===== config.mk =====
export PLATFORM = sky130hd
export DESIGN_NAME = slw_top
export DESIGN_NICKNAME = d
export VERILOG_FILES = /design/src/common/slw_pkg.sv /design/src/rtl/slw_port.sv /design/src/rtl/slw_tick.sv /design/src/rtl/slw_top.sv
export SDC_FILE = /design/constraint.sdc
export NUM_CORES = 1
export LEC_CHECK = 0
export BUFFER_PORTS_ARGS = -buffer_cell sky130_fd_sc_hd__buf_4
export CORE_ASPECT_RATIO = 2
export CORE_MARGIN = 5
export CORE_UTILIZATION = 35
export DETAILED_ROUTE_END_ITERATION = 8
export GPL_ROUTABILITY_DRIVEN = 0
export PLACE_DENSITY = 0.64
export SYNTH_ARGS = -nofsm -noshare
export SYNTH_HDL_FRONTEND = slang
export SYNTH_HIERARCHICAL = 1
export SYNTH_SLANG_ARGS = --single-unit

===== constraint.sdc =====
create_clock -name clk -period 4.4 [get_ports clk]
set_input_delay 0.22 -clock clk [delete_from_list [all_inputs] [get_ports clk]]
set_output_delay 0.22 -clock clk [all_outputs]
set_load 0.02 [all_outputs]

===== src/common/slw_pkg.sv =====
package slw_pkg;
    localparam int unsigned CLK_HZ          = 20_000_000;
    localparam int unsigned TICK_PERIOD_MS  = 1;
    localparam int unsigned TICK_CYCLES     = CLK_HZ / 1000 * TICK_PERIOD_MS;
    localparam int          TICK_W          = 15;
    localparam int          MS_W            = 12;

    localparam logic [15:0] ADDR_SPLIT_EN     = 16'h3C48;
    localparam logic [15:0] ADDR_GLOBAL_SPLIT = 16'h4141;
    localparam logic [15:0] ADDR_TIMEOUT_SEL  = 16'h4171;
    localparam logic [15:0] ADDR_PULSE_LEN    = 16'h4176;
    localparam logic [15:0] ADDR_STATUS       = 16'h4177;

    localparam logic [7:0]  RST_SPLIT_EN      = 8'h00;
    localparam logic [7:0]  RST_GLOBAL_SPLIT  = 8'h00;
    localparam logic [2:0]  RST_TIMEOUT_SEL   = 3'h5;
    localparam logic [7:0]  RST_PULSE_LEN     = 8'h05;

    localparam int          SPLIT_EN_P4_BIT   = 5;
    localparam int          SPLIT_EN_P5_BIT   = 6;
    localparam int          GLOBAL_SPLIT_BIT  = 0;

    localparam logic [3:0]  LTS_DISABLED      = 4'h4;
    localparam logic [3:0]  LTS_HOT_RESET     = 4'h9;

    localparam logic [MS_W-1:0] TIMEOUT_100MS = 12'd100;
    localparam logic [MS_W-1:0] TIMEOUT_250MS = 12'd250;
    localparam logic [MS_W-1:0] TIMEOUT_750MS = 12'd750;
    localparam logic [MS_W-1:0] TIMEOUT_1S    = 12'd1000;
    localparam logic [MS_W-1:0] TIMEOUT_2S    = 12'd2000;
    localparam logic [MS_W-1:0] PULSE_BASE_MS = 12'd350;
    localparam logic [MS_W-1:0] PULSE_STEP_MS = 12'd10;

    typedef enum logic [0:0] {
        SLW_WATCH = 1'b0,
        SLW_PULSE = 1'b1
    } slw_state_t;

    function automatic logic [MS_W-1:0] slw_timeout_ms(
        input logic [2:0] sel
    );
        unique case (sel)
            3'h1:    slw_timeout_ms = TIMEOUT_100MS;
            3'h2:    slw_timeout_ms = TIMEOUT_250MS;
            3'h3:    slw_timeout_ms = TIMEOUT_750MS;
            3'h4:    slw_timeout_ms = TIMEOUT_1S;
            3'h5:    slw_timeout_ms = TIMEOUT_1S;
            3'h6:    slw_timeout_ms = TIMEOUT_2S;
            default: slw_timeout_ms = '0;
        endcase
    endfunction : slw_timeout_ms

    function automatic logic slw_is_stuck(input logic [3:0] lts);
        slw_is_stuck = (lts >= LTS_DISABLED) && (lts <= LTS_HOT_RESET);
    endfunction : slw_is_stuck
endpackage : slw_pkg


===== src/rtl/slw_port.sv =====
`timescale 1ns/10ps
module slw_port
    import slw_pkg::*;
(
    input  wire logic            clk,
    input  wire logic            arst_n,
    input  wire logic            tick,
    input  wire logic            enable,
    input  wire logic [MS_W-1:0] timeout_ms,
    input  wire logic [MS_W-1:0] pulse_ms,
    input  wire logic [3:0]      link_training_state_status,
    output logic                 superspeed_half_power_pin,
    output logic                 pulsing
);
    slw_state_t      state;
    slw_state_t      next_state;
    logic [MS_W-1:0] timer;
    logic [MS_W-1:0] next_timer;
    logic [3:0]      last_lts;
    logic            next_pin;

    always_comb begin
        next_state = state;
        next_timer = timer;
        next_pin   = 1'b1;
        unique case (state)
            SLW_WATCH: begin
                // change or valid state restarts the wait
                if (!enable || !slw_is_stuck(link_training_state_status) ||
                    link_training_state_status != last_lts) begin
                    next_timer = '0;
                end else if (tick) begin
                    next_timer = timer + 1'b1;
                    if (next_timer >= timeout_ms) begin
                        next_state = SLW_PULSE;
                        next_timer = '0;
                        next_pin   = 1'b0;
                    end
                end
            end
            SLW_PULSE: begin
                next_pin = 1'b0;
                // dropping the enable aborts the pulse
                if (!enable) begin
                    next_state = SLW_WATCH;
                    next_timer = '0;
                    next_pin   = 1'b1;
                end else if (tick) begin
                    next_timer = timer + 1'b1;
                    if (next_timer >= pulse_ms) begin
                        next_state = SLW_WATCH;
                        next_timer = '0;
                        next_pin   = 1'b1;
                    end
                end
            end
        endcase
    end

    always_ff @(posedge clk or negedge arst_n) begin
        if (!arst_n) begin
            state                     <= SLW_WATCH;
            timer                     <= '0;
            last_lts                  <= 4'h0;
            superspeed_half_power_pin <= 1'b1;
            pulsing                   <= 1'b0;
        end else begin
            state                     <= next_state;
            timer                     <= next_timer;
            last_lts                  <= link_training_state_status;
            superspeed_half_power_pin <= next_pin;
            pulsing                   <= (next_state == SLW_PULSE);
        end
    end
endmodule : slw_port


===== src/rtl/slw_tick.sv =====
`timescale 1ns/10ps
module slw_tick
    import slw_pkg::*;
#(
    parameter int unsigned CYCLES = TICK_CYCLES
) (
    input  wire logic clk,
    input  wire logic arst_n,
    output logic      tick
);
    logic [TICK_W-1:0] count;
    logic [TICK_W-1:0] next_count;
    logic              next_tick;

    always_comb begin
        next_tick  = 1'b0;
        next_count = count + 1'b1;
        if (count == TICK_W'(CYCLES - 1)) begin
            next_count = '0;
            next_tick  = 1'b1;
        end
    end

    always_ff @(posedge clk or negedge arst_n) begin
        if (!arst_n) begin
            count <= '0;
            tick  <= 1'b0;
        end else begin
            count <= next_count;
            tick  <= next_tick;
        end
    end
endmodule : slw_tick


===== src/rtl/slw_top.sv =====
`timescale 1ns/10ps
// Behaviour
// - with split on, watch the link; no valid link for timeout pulses pin.
// - each expiry clears and restarts the timer; stuck link repeats pulses.
// - stuck means training state held in 0x4..0x9 for the whole timeout.
// - timeout field zero disables the function; pin never pulses.
// - timeout register resets to 0x05, meaning one second.
// - 3-bit field picks 100ms, 250ms, 750ms, 1s, 2s; all-ones reserved.
// - timeout is register programmable and can be overridden by OTP.
// - pulse low time is 350 ms plus 10 ms per toggle-time count.
// - toggle time resets for 400 ms; range 350 ms to 2.9 s.
// - pulse timer clears when each pulse ends.
// - toggle time drives only the split pin, only with timeout function.
// - split only on ports four and five, per-port plus global enable.
// - split pin controls only the superspeed half; no overcurrent sensing.
module slw_top
    import slw_pkg::*;
#(
    parameter int unsigned TICK_CYCLES_P = TICK_CYCLES
) (
    input  wire logic        clk,
    input  wire logic        arst_n,
    input  wire logic        reg_wr_en,
    input  wire logic        reg_rd_en,
    input  wire logic [15:0] reg_addr,
    input  wire logic [7:0]  reg_wdata,
    output logic      [7:0]  reg_rdata,
    input  wire logic        otp_load,
    input  wire logic        otp_timeout_valid,
    input  wire logic [2:0]  otp_timeout_sel,
    input  wire logic [3:0]  link_training_state_status_p4,
    input  wire logic [3:0]  link_training_state_status_p5,
    output logic             superspeed_half_power_pin_p4,
    output logic             superspeed_half_power_pin_p5
);
    logic [7:1]      per_port_separation_enable;
    logic            global_split_enable;
    logic [2:0]      split_link_timeout_select;
    logic [7:0]      split_reset_pulse_length;
    logic [7:1]      next_port_en;
    logic            next_global;
    logic [2:0]      next_timeout_sel;
    logic [7:0]      next_pulse_len;
    logic [7:0]      next_rdata;
    logic            tick;
    logic [MS_W-1:0] timeout_ms;
    logic [MS_W-1:0] pulse_ms;
    logic            func_on;
    logic            en_p4;
    logic            en_p5;
    logic            pulsing_p4;
    logic            pulsing_p5;

    // registers and OTP override
    always_comb begin
        next_port_en     = per_port_separation_enable;
        next_global      = global_split_enable;
        next_timeout_sel = split_link_timeout_select;
        next_pulse_len   = split_reset_pulse_length;
        if (reg_wr_en) begin
            unique case (reg_addr)
                ADDR_SPLIT_EN:     next_port_en   = reg_wdata[7:1];
                ADDR_GLOBAL_SPLIT: next_global    = reg_wdata[GLOBAL_SPLIT_BIT];
                ADDR_TIMEOUT_SEL:  next_timeout_sel = reg_wdata[2:0];
                ADDR_PULSE_LEN:    next_pulse_len = reg_wdata;
                default: ;
            endcase
        end
        // otp wins over a same-cycle bus write to keep the strap authoritative
        if (otp_load && otp_timeout_valid) begin
            next_timeout_sel = otp_timeout_sel;
        end
    end

    always_comb begin
        next_rdata = 8'h00;
        if (reg_rd_en) begin
            unique case (reg_addr)
                ADDR_SPLIT_EN:     next_rdata = {per_port_separation_enable,
                                                 1'b0};
                ADDR_GLOBAL_SPLIT: next_rdata = {7'h00, global_split_enable};
                ADDR_TIMEOUT_SEL:  next_rdata = {5'h00,
                                                 split_link_timeout_select};
                ADDR_PULSE_LEN:    next_rdata = split_reset_pulse_length;
                ADDR_STATUS:       next_rdata = {6'h00, pulsing_p5,
                                                 pulsing_p4};
                default:           next_rdata = 8'h00;
            endcase
        end
    end

    always_ff @(posedge clk or negedge arst_n) begin
        if (!arst_n) begin
            per_port_separation_enable <= RST_SPLIT_EN[7:1];
            global_split_enable        <= RST_GLOBAL_SPLIT[0];
            split_link_timeout_select  <= RST_TIMEOUT_SEL;
            split_reset_pulse_length   <= RST_PULSE_LEN;
            reg_rdata                  <= 8'h00;
        end else begin
            per_port_separation_enable <= next_port_en;
            global_split_enable        <= next_global;
            split_link_timeout_select  <= next_timeout_sel;
            split_reset_pulse_length   <= next_pulse_len;
            reg_rdata                  <= next_rdata;
        end
    end

    // reserved code maps to zero, so it also disables
    assign timeout_ms = slw_timeout_ms(split_link_timeout_select);
    assign func_on    = (timeout_ms != '0);
    // max 350 + 2550 = 2900 ms fits the 12-bit timer
    assign pulse_ms   = PULSE_BASE_MS + MS_W'(split_reset_pulse_length) *
                        PULSE_STEP_MS;
    // only ports four and five can split
    assign en_p4 = func_on && global_split_enable &&
                   per_port_separation_enable[SPLIT_EN_P4_BIT];
    assign en_p5 = func_on && global_split_enable &&
                   per_port_separation_enable[SPLIT_EN_P5_BIT];

    // 1 ms grain: timeouts run up to one tick short of nominal
    slw_tick #(
        .CYCLES (TICK_CYCLES_P)
    ) u_tick (
        .clk    (clk),
        .arst_n (arst_n),
        .tick   (tick)
    );

    // pins are plain power enables, no overcurrent input
    slw_port u_port4 (
        .clk                        (clk),
        .arst_n                     (arst_n),
        .tick                       (tick),
        .enable                     (en_p4),
        .timeout_ms                 (timeout_ms),
        .pulse_ms                   (pulse_ms),
        .link_training_state_status (link_training_state_status_p4),
        .superspeed_half_power_pin  (superspeed_half_power_pin_p4),
        .pulsing                    (pulsing_p4)
    );

    slw_port u_port5 (
        .clk                        (clk),
        .arst_n                     (arst_n),
        .tick                       (tick),
        .enable                     (en_p5),
        .timeout_ms                 (timeout_ms),
        .pulse_ms                   (pulse_ms),
        .link_training_state_status (link_training_state_status_p5),
        .superspeed_half_power_pin  (superspeed_half_power_pin_p5),
        .pulsing                    (pulsing_p5)
    );
endmodule : slw_top

==> reports/qor.yml, run 1 <==
clock_tree:
  cts_root_buf: "clkbuf_16"
  cts_buffers: 9
  cts_buffer_depth: 2
  clock_latency_ps: 350
  clk_pin_slew_ps: 60
  postCtsSetupBuffers: 0
  cts-htree-levels: 3
  clock-sinks: 79
  cts_tree: "done"
grt:
  gr-total-overflow: 0
  antenna_found_initial: 0
  grt_pass1_wl_um: 24600
  grt_most_used_layer: "met2"
  grt_max_degree: 80
  track_usage_pct: 16.4
  use_met1_pct: 15.2
  grt_pass1_vias: 5068
  grt.met2_usage_pct: 32.4
  grt.met3_usage_pct: 2.37
synthesis:
  synth_top_area_cell: "dfrtp_1"
  synth_edf_count: 0
  synth_top_area_share_pct: 31.8
  ys_seq_elements: 79
  synth_mux_area_share_pct: 3.66
  synthArstFlopShare_pct: 100
  syn_avg_cell_area_um2: 9.31
  synth_warnings: 6
  ys_seq_area_share_pct: 34.5
  syn_inst: 618
  synthAdderAreaFrac_pct: 14.3
  ys.flop_type: "dfrtp_1"
  synth-simple-area-share_pct: 22.8
  syn_area_um2: 5750
  synth_compound_area_share_pct: 15.4
  synth_top_family_by_area: "simple AND/OR/NAND/NOR gates"
  synth_cell_types: 69
  synth_area_leaders: "dfrtp_1 (32%), ha_1 (14%), nand2_1 (4.2%)"
  synthXorXnorAreaFrac_pct: 5.33
sta:
  hold_violations: 0
  relSlewSlack_pct: 30.9
  fmax_mhz: 244
  fin_worst_skew_ps: 7.47
  period_minus_slack_ps: 4100
  setup_viol: 0
  rsz0062_at_grt: "false"
  maxSlewViolCount: 0
  max_slew.worst_pin.slew_ps: 1040
  timing.final.ws_setup_ps: 303
  tns_ps: 0
  fin_crit_sh_pct: 93.1
routing:
  wl_per_cell_um: 16.5
  drt_iter0_drc: 213
  postRouteAntennaNets: 0
  drcViolationCount: 0
  first_pass_iters: 5
  viasPerCell: 5.32
  wl_um: 14700
  vias: 4745
floorplanning:
  coreArea_um2: 16200
  start_util_pct: 35.5
  die_area_um2: 19200
  die_h_um: 191
  rows: 66
  num_io_pins: 51
  die_w_um: 101
setup_path:
  cp_max_fo: 9
  rr_endpoint: "u_port4/timer[1]$_DFFE_PN0P_"
  cpMostUsedCell: "ha_1"
  end_kind: "flop"
  r2r_cells: 16
  r2r_slack_ps: 300
  worst_path_max_delay_cell: "fa_1"
  crit_required_ps: 4630
  crit_chain: "ha_1 -> ha_1 -> fa_1 -> xor2_2 -> a21oi_1 -> o32ai_2 -> o2111ai_1 -> nand4_1 -> inv_1 -> ha_1 -> nand2_1 -> o21ai_1 -> nor2_1 -> o21a_1 -> or2_2 -> a22o_1"
  rr_startpoint: "split_reset_pulse_length[1]$_DFFE_PN0P_"
  crit_type: "reg2reg"
  startpoint_type: "flop"
  worstPathArrival_ps: 4330
  max_stage_delay_ps: 460
placement:
  dp_slack_ps: 235
  dp_hpwl_um: 11900
  io_buffers: 50
finish:
  drive_gt1_share_pct: 19.2
  final_util_pct: 42.1
  area_delta_synth_final_pct: 18.4
  fin_nets: 789
  antenna_cells: 0
run:
  maxCapViolCount: 0
power_and_ir_drop:
  ir_drop_uv: 312
  power_leakage_nw: 3.46
  powerDensity_nw_per_um2: 262
  total_power_mw: 1.79
worst_hold_path:
  worst_hold_path.num_cells: 1
  hold_start: "link_training_state_status_p5[1]"
  hold_class: "in2reg"
  hold_path_end: "u_port5/last_lts[1]$_DFF_PN0_"
status:
  status: "finished clean"
sequential cells by signal, indices dropped and copies added (netlist names), 3 cells and up:
| signal | flops |
|---|---|
| per_port_separation_enable | 7 |
| reg_rdata | 8 |
| split_link_timeout_select | 3 |
| split_reset_pulse_length | 8 |
| u_port4/last_lts | 4 |
| u_port4/timer | 12 |
| u_port5/last_lts | 4 |
| u_port5/timer | 12 |
| u_tick/count | 15 |
power breakdown:
group          internal [mW]  switching, mW  total [mW]
Sequential             0.736         0.0113       0.747
Combinational         0.0664         0.0884       0.155
Clock                  0.573          0.311       0.884
Total                   1.38          0.411        1.79
per-layer routing:
layer | wire, um | part of all wire [%]
met5 | 0 | 0
met4 | 727 | 5.0
met3 | 375 | 2.6
met2 | 8670 | 59
met1 | 4900 | 33
worst max path at each step:
stage                                            startpoint                      endpoint  slack [ps]
finish              split_reset_pulse_length[1]$_DFFE_PN0P_  u_port4/timer[1]$_DFFE_PN0P_         300
global route        split_reset_pulse_length[1]$_DFFE_PN0P_  u_port4/timer[7]$_DFFE_PN0P_          40
CTS                 split_reset_pulse_length[2]$_DFFE_PN1P_  u_port4/timer[1]$_DFFE_PN0P_         210
detailed placement  split_reset_pulse_length[2]$_DFFE_PN1P_  u_port4/timer[7]$_DFFE_PN0P_         240
global placement    split_reset_pulse_length[1]$_DFFE_PN0P_  u_port4/timer[6]$_DFFE_PN0P_         250
floorplan           split_reset_pulse_length[1]$_DFFE_PN0P_  u_port4/timer[1]$_DFFE_PN0P_         680
stage by stage:
stage / cell area [um2] / cells / hold WS (ps)
6_report: 6810 / 892 / 7.00
4_1_cts: 6790 / 892 / 1.20
3_5_place_dp: 6370 / 870 / 348
2_1_floorplan: 5770 / 623 / -75.6
5_1_grt: 6810 / 892 / 1.81
3_3_place_gp: 6370 / 870 / 347
critical path: cells and delay by family, from the launching register on:
family          cells  cell delay (ps)
buf+inv             1               70
simple gates        4              650
flops               1              430
xor+xnor            1              220
fa+ha+maj           4             1310
compound gates      6             1300
synth_stat cells (all sizes together), types with 3 or more instances:
cell type	number
dfrtp	73
nand2	66
ha	64
inv	52
nor2	44
a21oi	27
nor2b	23
nand3	20
xnor2	20
o21ai	18
or2	17
mux2	16
xor2	15
a21o	10
o22ai	10
a22oi	9
nand4	9
nor3	9
nor4	9
a22o	8
o211ai	8
and3	7
and2	6
and4	6
clkbuf	6
dfstp	6
o21a	6
nor3b	5
nand2b	4
o2111ai	4
a211o	3
a31oi	3
mux2i	3
nand4b	3
or3	3
layout make-up:
cell class,count,area [um2]
timing repair buffer,56,435
tap,204,255
sequential,79,1980
clock buffer,10,239
clock inverter,6,115
inverter,52,195
fill,1661,9380
multi-input combinational,485,3590
repair_timing:
| item | CTS | global route |
|---|---|---|
| setup endpoints to repair | 0 | 4 |
| gates resized for setup | 0 | 5 |
| endpoints found under the hold margin | 6 | 0 |
| hold buffers | 6 | 0 |
cell families (layout without fill, tap and decap cells):
logic type,count (synthesis),count (layout)
AND/OR/NAND/NOR,239,239
AO/OA/AOI/OAI,121,121
flip-flops,79,79
adder cells (fa/ha/maj),65,65
buffers and inverters,59,124
XOR/XNOR,35,35
multiplexers,19,19
other,1,6
layout by cell type, fill, tap and decap left out, types with 4 or more instances in the layout:
master,instances
dfrtp_1,73
nand2_1,64
ha_1,64
inv_1,52
buf_4,50
nor2_1,43
a21oi_1,27
nor2b_1,23
xnor2_1,20
nand3_1,19
or2_2,16
mux2_2,16
xor2_1,14
o21ai_0,13
a21o_1,10
o22ai_1,10
nand4_1,9
a22oi_1,9
clkbuf_16,9
nor3_1,8
a22o_1,8
and3_1,6
o21a_1,6
and2_1,6
dlygate4sd3_1,6
dfstp_2,6
conb_1,6
o211ai_1,6
nor4_1,5
nor3b_1,5
o2111ai_1,4
and4_1,4
nand2b_1,4
Note: power is estimated with default switching activity, not from simulation.
==> run 2: changes to the inputs <==
--- a/config.mk
+++ b/config.mk
@@ -8,10 +8,11 @@
 export BUFFER_PORTS_ARGS = -buffer_cell sky130_fd_sc_hd__buf_4
 export CORE_ASPECT_RATIO = 2
 export CORE_MARGIN = 5
-export CORE_UTILIZATION = 35
+export CORE_UTILIZATION = 55
 export DETAILED_ROUTE_END_ITERATION = 8
 export GPL_ROUTABILITY_DRIVEN = 0
-export PLACE_DENSITY = 0.64
+export GPL_TIMING_DRIVEN = 1
+export PLACE_DENSITY = 0.87
 export SYNTH_ARGS = -nofsm -noshare
 export SYNTH_HDL_FRONTEND = slang
 export SYNTH_HIERARCHICAL = 1
==> constraint.sdc (replaced) <==
create_clock -name clk -period 5.11 [get_ports clk]
set_input_delay 0.2555 -clock clk [delete_from_list [all_inputs] [get_ports clk]]
set_output_delay 0.2555 -clock clk [all_outputs]
set_load 0.02 [all_outputs]
==> reports/qor.yml, run 2 (synthesized netlist as in run 1, its figures left out) <==
finish:
  regMostFlops: "u_tick/count"
  reg_top3: "u_tick/count x15, u_port4/timer x12, u_port5/timer x12"
  fin_nets: 783
  fill_cells: 782
  antenna_cells: 0
  seqCellArea_um2: 1980
  area_delta_synth_final_pct: 14.9
  fin_area_um2: 6610
  stdcell_count: 819
  drive_gt1_share_pct: 18.5
  multi_input_area_um2: 3560
  final_util_pct: 63.4
  final_cell_mix: "dfrtp_1 (73), nand2_1 (64), ha_1 (64)"
  largest_register_ffs: 15
  final_common_cell: "dfrtp_1"
routing:
  drcViolationCount: 0
  vias: 4918
  first_pass_iters: 5
  wl_per_cell_um: 17.3
  highest_layer: "met4"
  wl_met2_um: 7960
  viasPerCell: 6.00
  postRouteAntennaNets: 0
  wl_met3_um: 494
  drt_iter0_drc: 277
  drt-met1-wl_um: 4810
  wl_um: 14100
floorplanning:
  rows: 53
  die_area_um2: 12700
  die_h_um: 155
  start_util_pct: 55.2
  num_io_pins: 51
  die_w_um: 82.3
  coreArea_um2: 10400
clock_tree:
  cts_buffer_depth: 2
  cts-htree-levels: 3
  clock_latency_ps: 330
  cts_tree: "done"
  cts-resized-gates: 0
  clock-sinks: 79
  clk_pin_slew_ps: 60
  cts_hold_buf: 0
  cts_buffers: 9
  cts_root_buf: "clkbuf_16"
  postCtsSetupBuffers: 0
grt:
  grt_max_degree: 80
  grt_pass1_vias: 5192
  track_usage_pct: 23.7
  antenna_found_initial: 0
  grt_pass1_wl_um: 23500
  gr-total-overflow: 0
setup_path:
  end_kind: "flop"
  crit_required_ps: 5330
  startpoint_type: "flop"
  worstPathArrival_ps: 4450
  cp_max_fo: 9
  crit_type: "reg2reg"
sta:
  fin_crit_sh_pct: 82.8
  timing.final.ws_setup_ps: 878
  relSlewSlack_pct: 35.1
  period_minus_slack_ps: 4230
  maxSlewViolCount: 0
  tns_ps: 0
  fin_worst_hold_slack_ps: 49.3
  fin_worst_skew_ps: 5.61
  rsz0062_at_grt: "false"
  setup_viol: 0
  fmax_mhz: 236
  hold_violations: 0
  max_slew.worst_pin.slew_ps: 974
placement:
  post-place-cells: 803
  dp_hpwl_um: 10900
  dp_slack_ps: 971
  placed_area_um2: 6290
  io_buffers: 50
power_and_ir_drop:
  power_leakage_nw: 3.42
  total_power_mw: 1.46
  powerDensity_nw_per_um2: 221
  ir_drop_uv: 270
worst_hold_path:
  hold_class: "in2reg"
status:
  status: "finished clean"
run:
  maxCapViolCount: 0
==> run 2: worst max-delay path, cell delays in order, from the launching register on <==
cell	delay, ps
dfrtp_1	430
ha_1	320
ha_1	240
fa_1	440
xor2_1	340
a21oi_1	150
o32ai_2	350
o221ai_1	200
nand4_1	140
inv_1	60
ha_1	320
nand2_1	60
o21ai_0	190
nor2_1	80
o21a_1	220
or2_2	380
a22o_1	200
==> run 2: layer usage <==
metal,vias to the layer above,global-route usage [%]
li1,2316,-
met4,0,16.7
met2,171,43.1
met1,2370,23.1
met3,61,3.61
met5,-,0
==> run 2: power by group <==
| group | switching (mW) | leakage, nW | internal (mW) |
|---|---|---|---|
| sequential | 0.0111 | 1.05 | 0.634 |
| combinational | 0.0759 | 2.22 | 0.0553 |
| clock | 0.241 | 0.157 | 0.440 |
==> run 2: worst paths after layout <==
kind	start	end	slack [ps]	cells past startpoint
worst max-delay path	split_reset_pulse_length[1]$_DFFE_PN0P_	u_port5/timer[5]$_DFFE_PN0P_	880	16
worst min-delay path	link_training_state_status_p4[2]	u_port4/last_lts[2]$_DFF_PN0_	50	1
worst max register to register	split_reset_pulse_length[1]$_DFFE_PN0P_	u_port5/timer[5]$_DFFE_PN0P_	880	16
worst min register to register	u_tick/count[0]$_DFF_PN0_	u_tick/count[0]$_DFF_PN0_	500	1
max in group asynchronous	arst_n	u_port5/timer[9]$_DFFE_PN0P_	4400	1
min in group asynchronous	arst_n	u_port5/last_lts[3]$_DFF_PN0_	60	1
==> run 2: area by class of cell <==
type                       instances  share of cell area (%)
clock inverter                     4                    1.06
sequential                        79                    30.0
clock buffer                      12                    3.73
timing repair buffer              50                    5.68
tap                              137                    2.60
inverter                          52                    2.96
multi-input combinational        485                    53.9
==> run 3: changes to the inputs <==
==> constraint.sdc (replaced) <==
create_clock -name clk -period 4.15 [get_ports clk]
set_input_delay 0.2075 -clock clk [delete_from_list [all_inputs] [get_ports clk]]
set_output_delay 0.2075 -clock clk [all_outputs]
set_load 0.02 [all_outputs]
==> reports/qor.yml, run 3 (synthesized netlist as in run 1, its figures left out) <==
sta:
  hold_violations: 0
  setup_viol: 0
  maxSlewViolCount: 0
  fin_worst_hold_slack_ps: 6.75
  fin_crit_sh_pct: 97.6
  period_minus_slack_ps: 4050
  relSlewSlack_pct: 31.1
  fmax_mhz: 247
  fin_worst_skew_ps: 8.37
  max_slew.worst_pin.slew_ps: 1030
grt:
  track_usage_pct: 24.6
  grt_pass1_vias: 5266
  gr-total-overflow: 0
  antenna_found_initial: 0
  grt_max_degree: 80
  grt_pass1_wl_um: 24300
setup_path:
  r2r_cells: 16
  worstPathArrival_ps: 4260
  startpoint_type: "flop"
  cp_max_fo: 6
  crit_type: "reg2reg"
  crit_required_ps: 4370
  end_kind: "flop"
finish:
  antenna_cells: 0
  final_cell_mix: "dfrtp_1 (72), nand2_1 (64), ha_1 (63)"
  final_common_cell: "dfrtp_1"
  area_delta_synth_final_pct: 16.5
  regMostFlops: "u_tick/count"
  reg_top3: "u_tick/count x15, u_port4/timer x12, u_port5/timer x12"
  largest_register_ffs: 15
  stdcell_count: 826
  drive_gt1_share_pct: 19.9
  fin_nets: 790
  final_util_pct: 64.3
floorplanning:
  start_util_pct: 55.2
  die_h_um: 155
  die_w_um: 82.3
  num_io_pins: 51
  rows: 53
  die_area_um2: 12700
  coreArea_um2: 10400
placement:
  io_buffers: 50
  dp_hpwl_um: 11000
  post-place-cells: 804
routing:
  drcViolationCount: 0
  vias: 5104
  wl_per_cell_um: 18.0
  viasPerCell: 6.18
  postRouteAntennaNets: 0
  wl_um: 14800
  drt_iter0_drc: 325
  first_pass_iters: 5
clock_tree:
  cts_tree: "done"
  clock-sinks: 79
  cts-htree-levels: 3
  clock_latency_ps: 330
  cts_buffers: 9
  clk_pin_slew_ps: 60
  cts_root_buf: "clkbuf_16"
  cts_buffer_depth: 2
status:
  status: "finished clean"
power_and_ir_drop:
  ir_drop_uv: 346
  power_leakage_nw: 3.43
  powerDensity_nw_per_um2: 259
worst_hold_path:
  hold_class: "in2reg"
  worst_hold_path.num_cells: 1
run:
  maxCapViolCount: 0
[run 3: area by class of cell]
class                   count  area (um2)
clock buffers              11         233
clock inverters             5        58.8
fillers                   781        3710
inverters                  52         195
multi-input cells         485        3610
flip-flops and latches     79        1990
well taps                 137         171
repair buffers             57         440
[run 3: metal layers]
layer	vias to the layer above	routed length, um	global-route usage, %
met4	0	1260	19.2
met1	2463	5010	25.0
met5	-	0	0
met3	89	564	2.56
met2	214	8020	43.5
li1	2338	-	-
[run 3: worst paths after layout]
kind	startpoint	to	slack, ps
max	split_reset_pulse_length[1]$_DFFE_PN0P_	u_port4/timer[7]$_DFFE_PN0P_	100
min	link_training_state_status_p5[3]	u_port5/last_lts[3]$_DFF_PN0_	7
max reg2reg	split_reset_pulse_length[1]$_DFFE_PN0P_	u_port4/timer[7]$_DFFE_PN0P_	100
min reg2reg	u_tick/count[0]$_DFF_PN0_	u_tick/count[0]$_DFF_PN0_	490
max in group asynchronous	arst_n	split_reset_pulse_length[1]$_DFFE_PN0P_	3470
min in group asynchronous	arst_n	u_port5/last_lts[3]$_DFF_PN0_	30
[run 3: critical path: stages, from the launching register on]
cell and delay [ps]:
dfrtp_2 440, ha_1 310, ha_1 230, fa_2 430, xor2_4 220, a21oi_1 110, o32ai_2 400, o2111ai_1 180
nand4_1 160, inv_1 70, ha_1 340, nand2_1 70, o21ai_1 230, nor2_1 80, o21a_1 120, or2_2 340
a22o_1 200
[run 3: timing repair]
item | 4_1_cts | 5_1_grt
hold endpoints to repair | 5 | 0
setup buffers | 0 | 1
hold buffers | 5 | 0
resized for setup | 2 | 11
setup endpoints to repair | 7 | 27
pin swaps | 0 | 4
[run 3: report_power, final]
part	switching (mW)	internal, mW
Combinational	0.0962	0.0720
Sequential	0.0136	0.781
Clock	0.309	0.466
Total	0.418	1.32
[run 3: per-stage QoR]
stage | cell area, um2 | setup WS (ps) | power [mW] | setup TNS (ps)
after floorplan | 5770 | 433 | 0.887 | 0
after global placement | 6300 | 188 | 0.955 | 0
after detailed placement | 6300 | 10.2 | 0.966 | 0
after CTS | 6650 | 29.8 | 1.75 | 0
after global routing | 6700 | -33.1 | 1.81 | -218
final | 6700 | 101 | 1.74 | 0
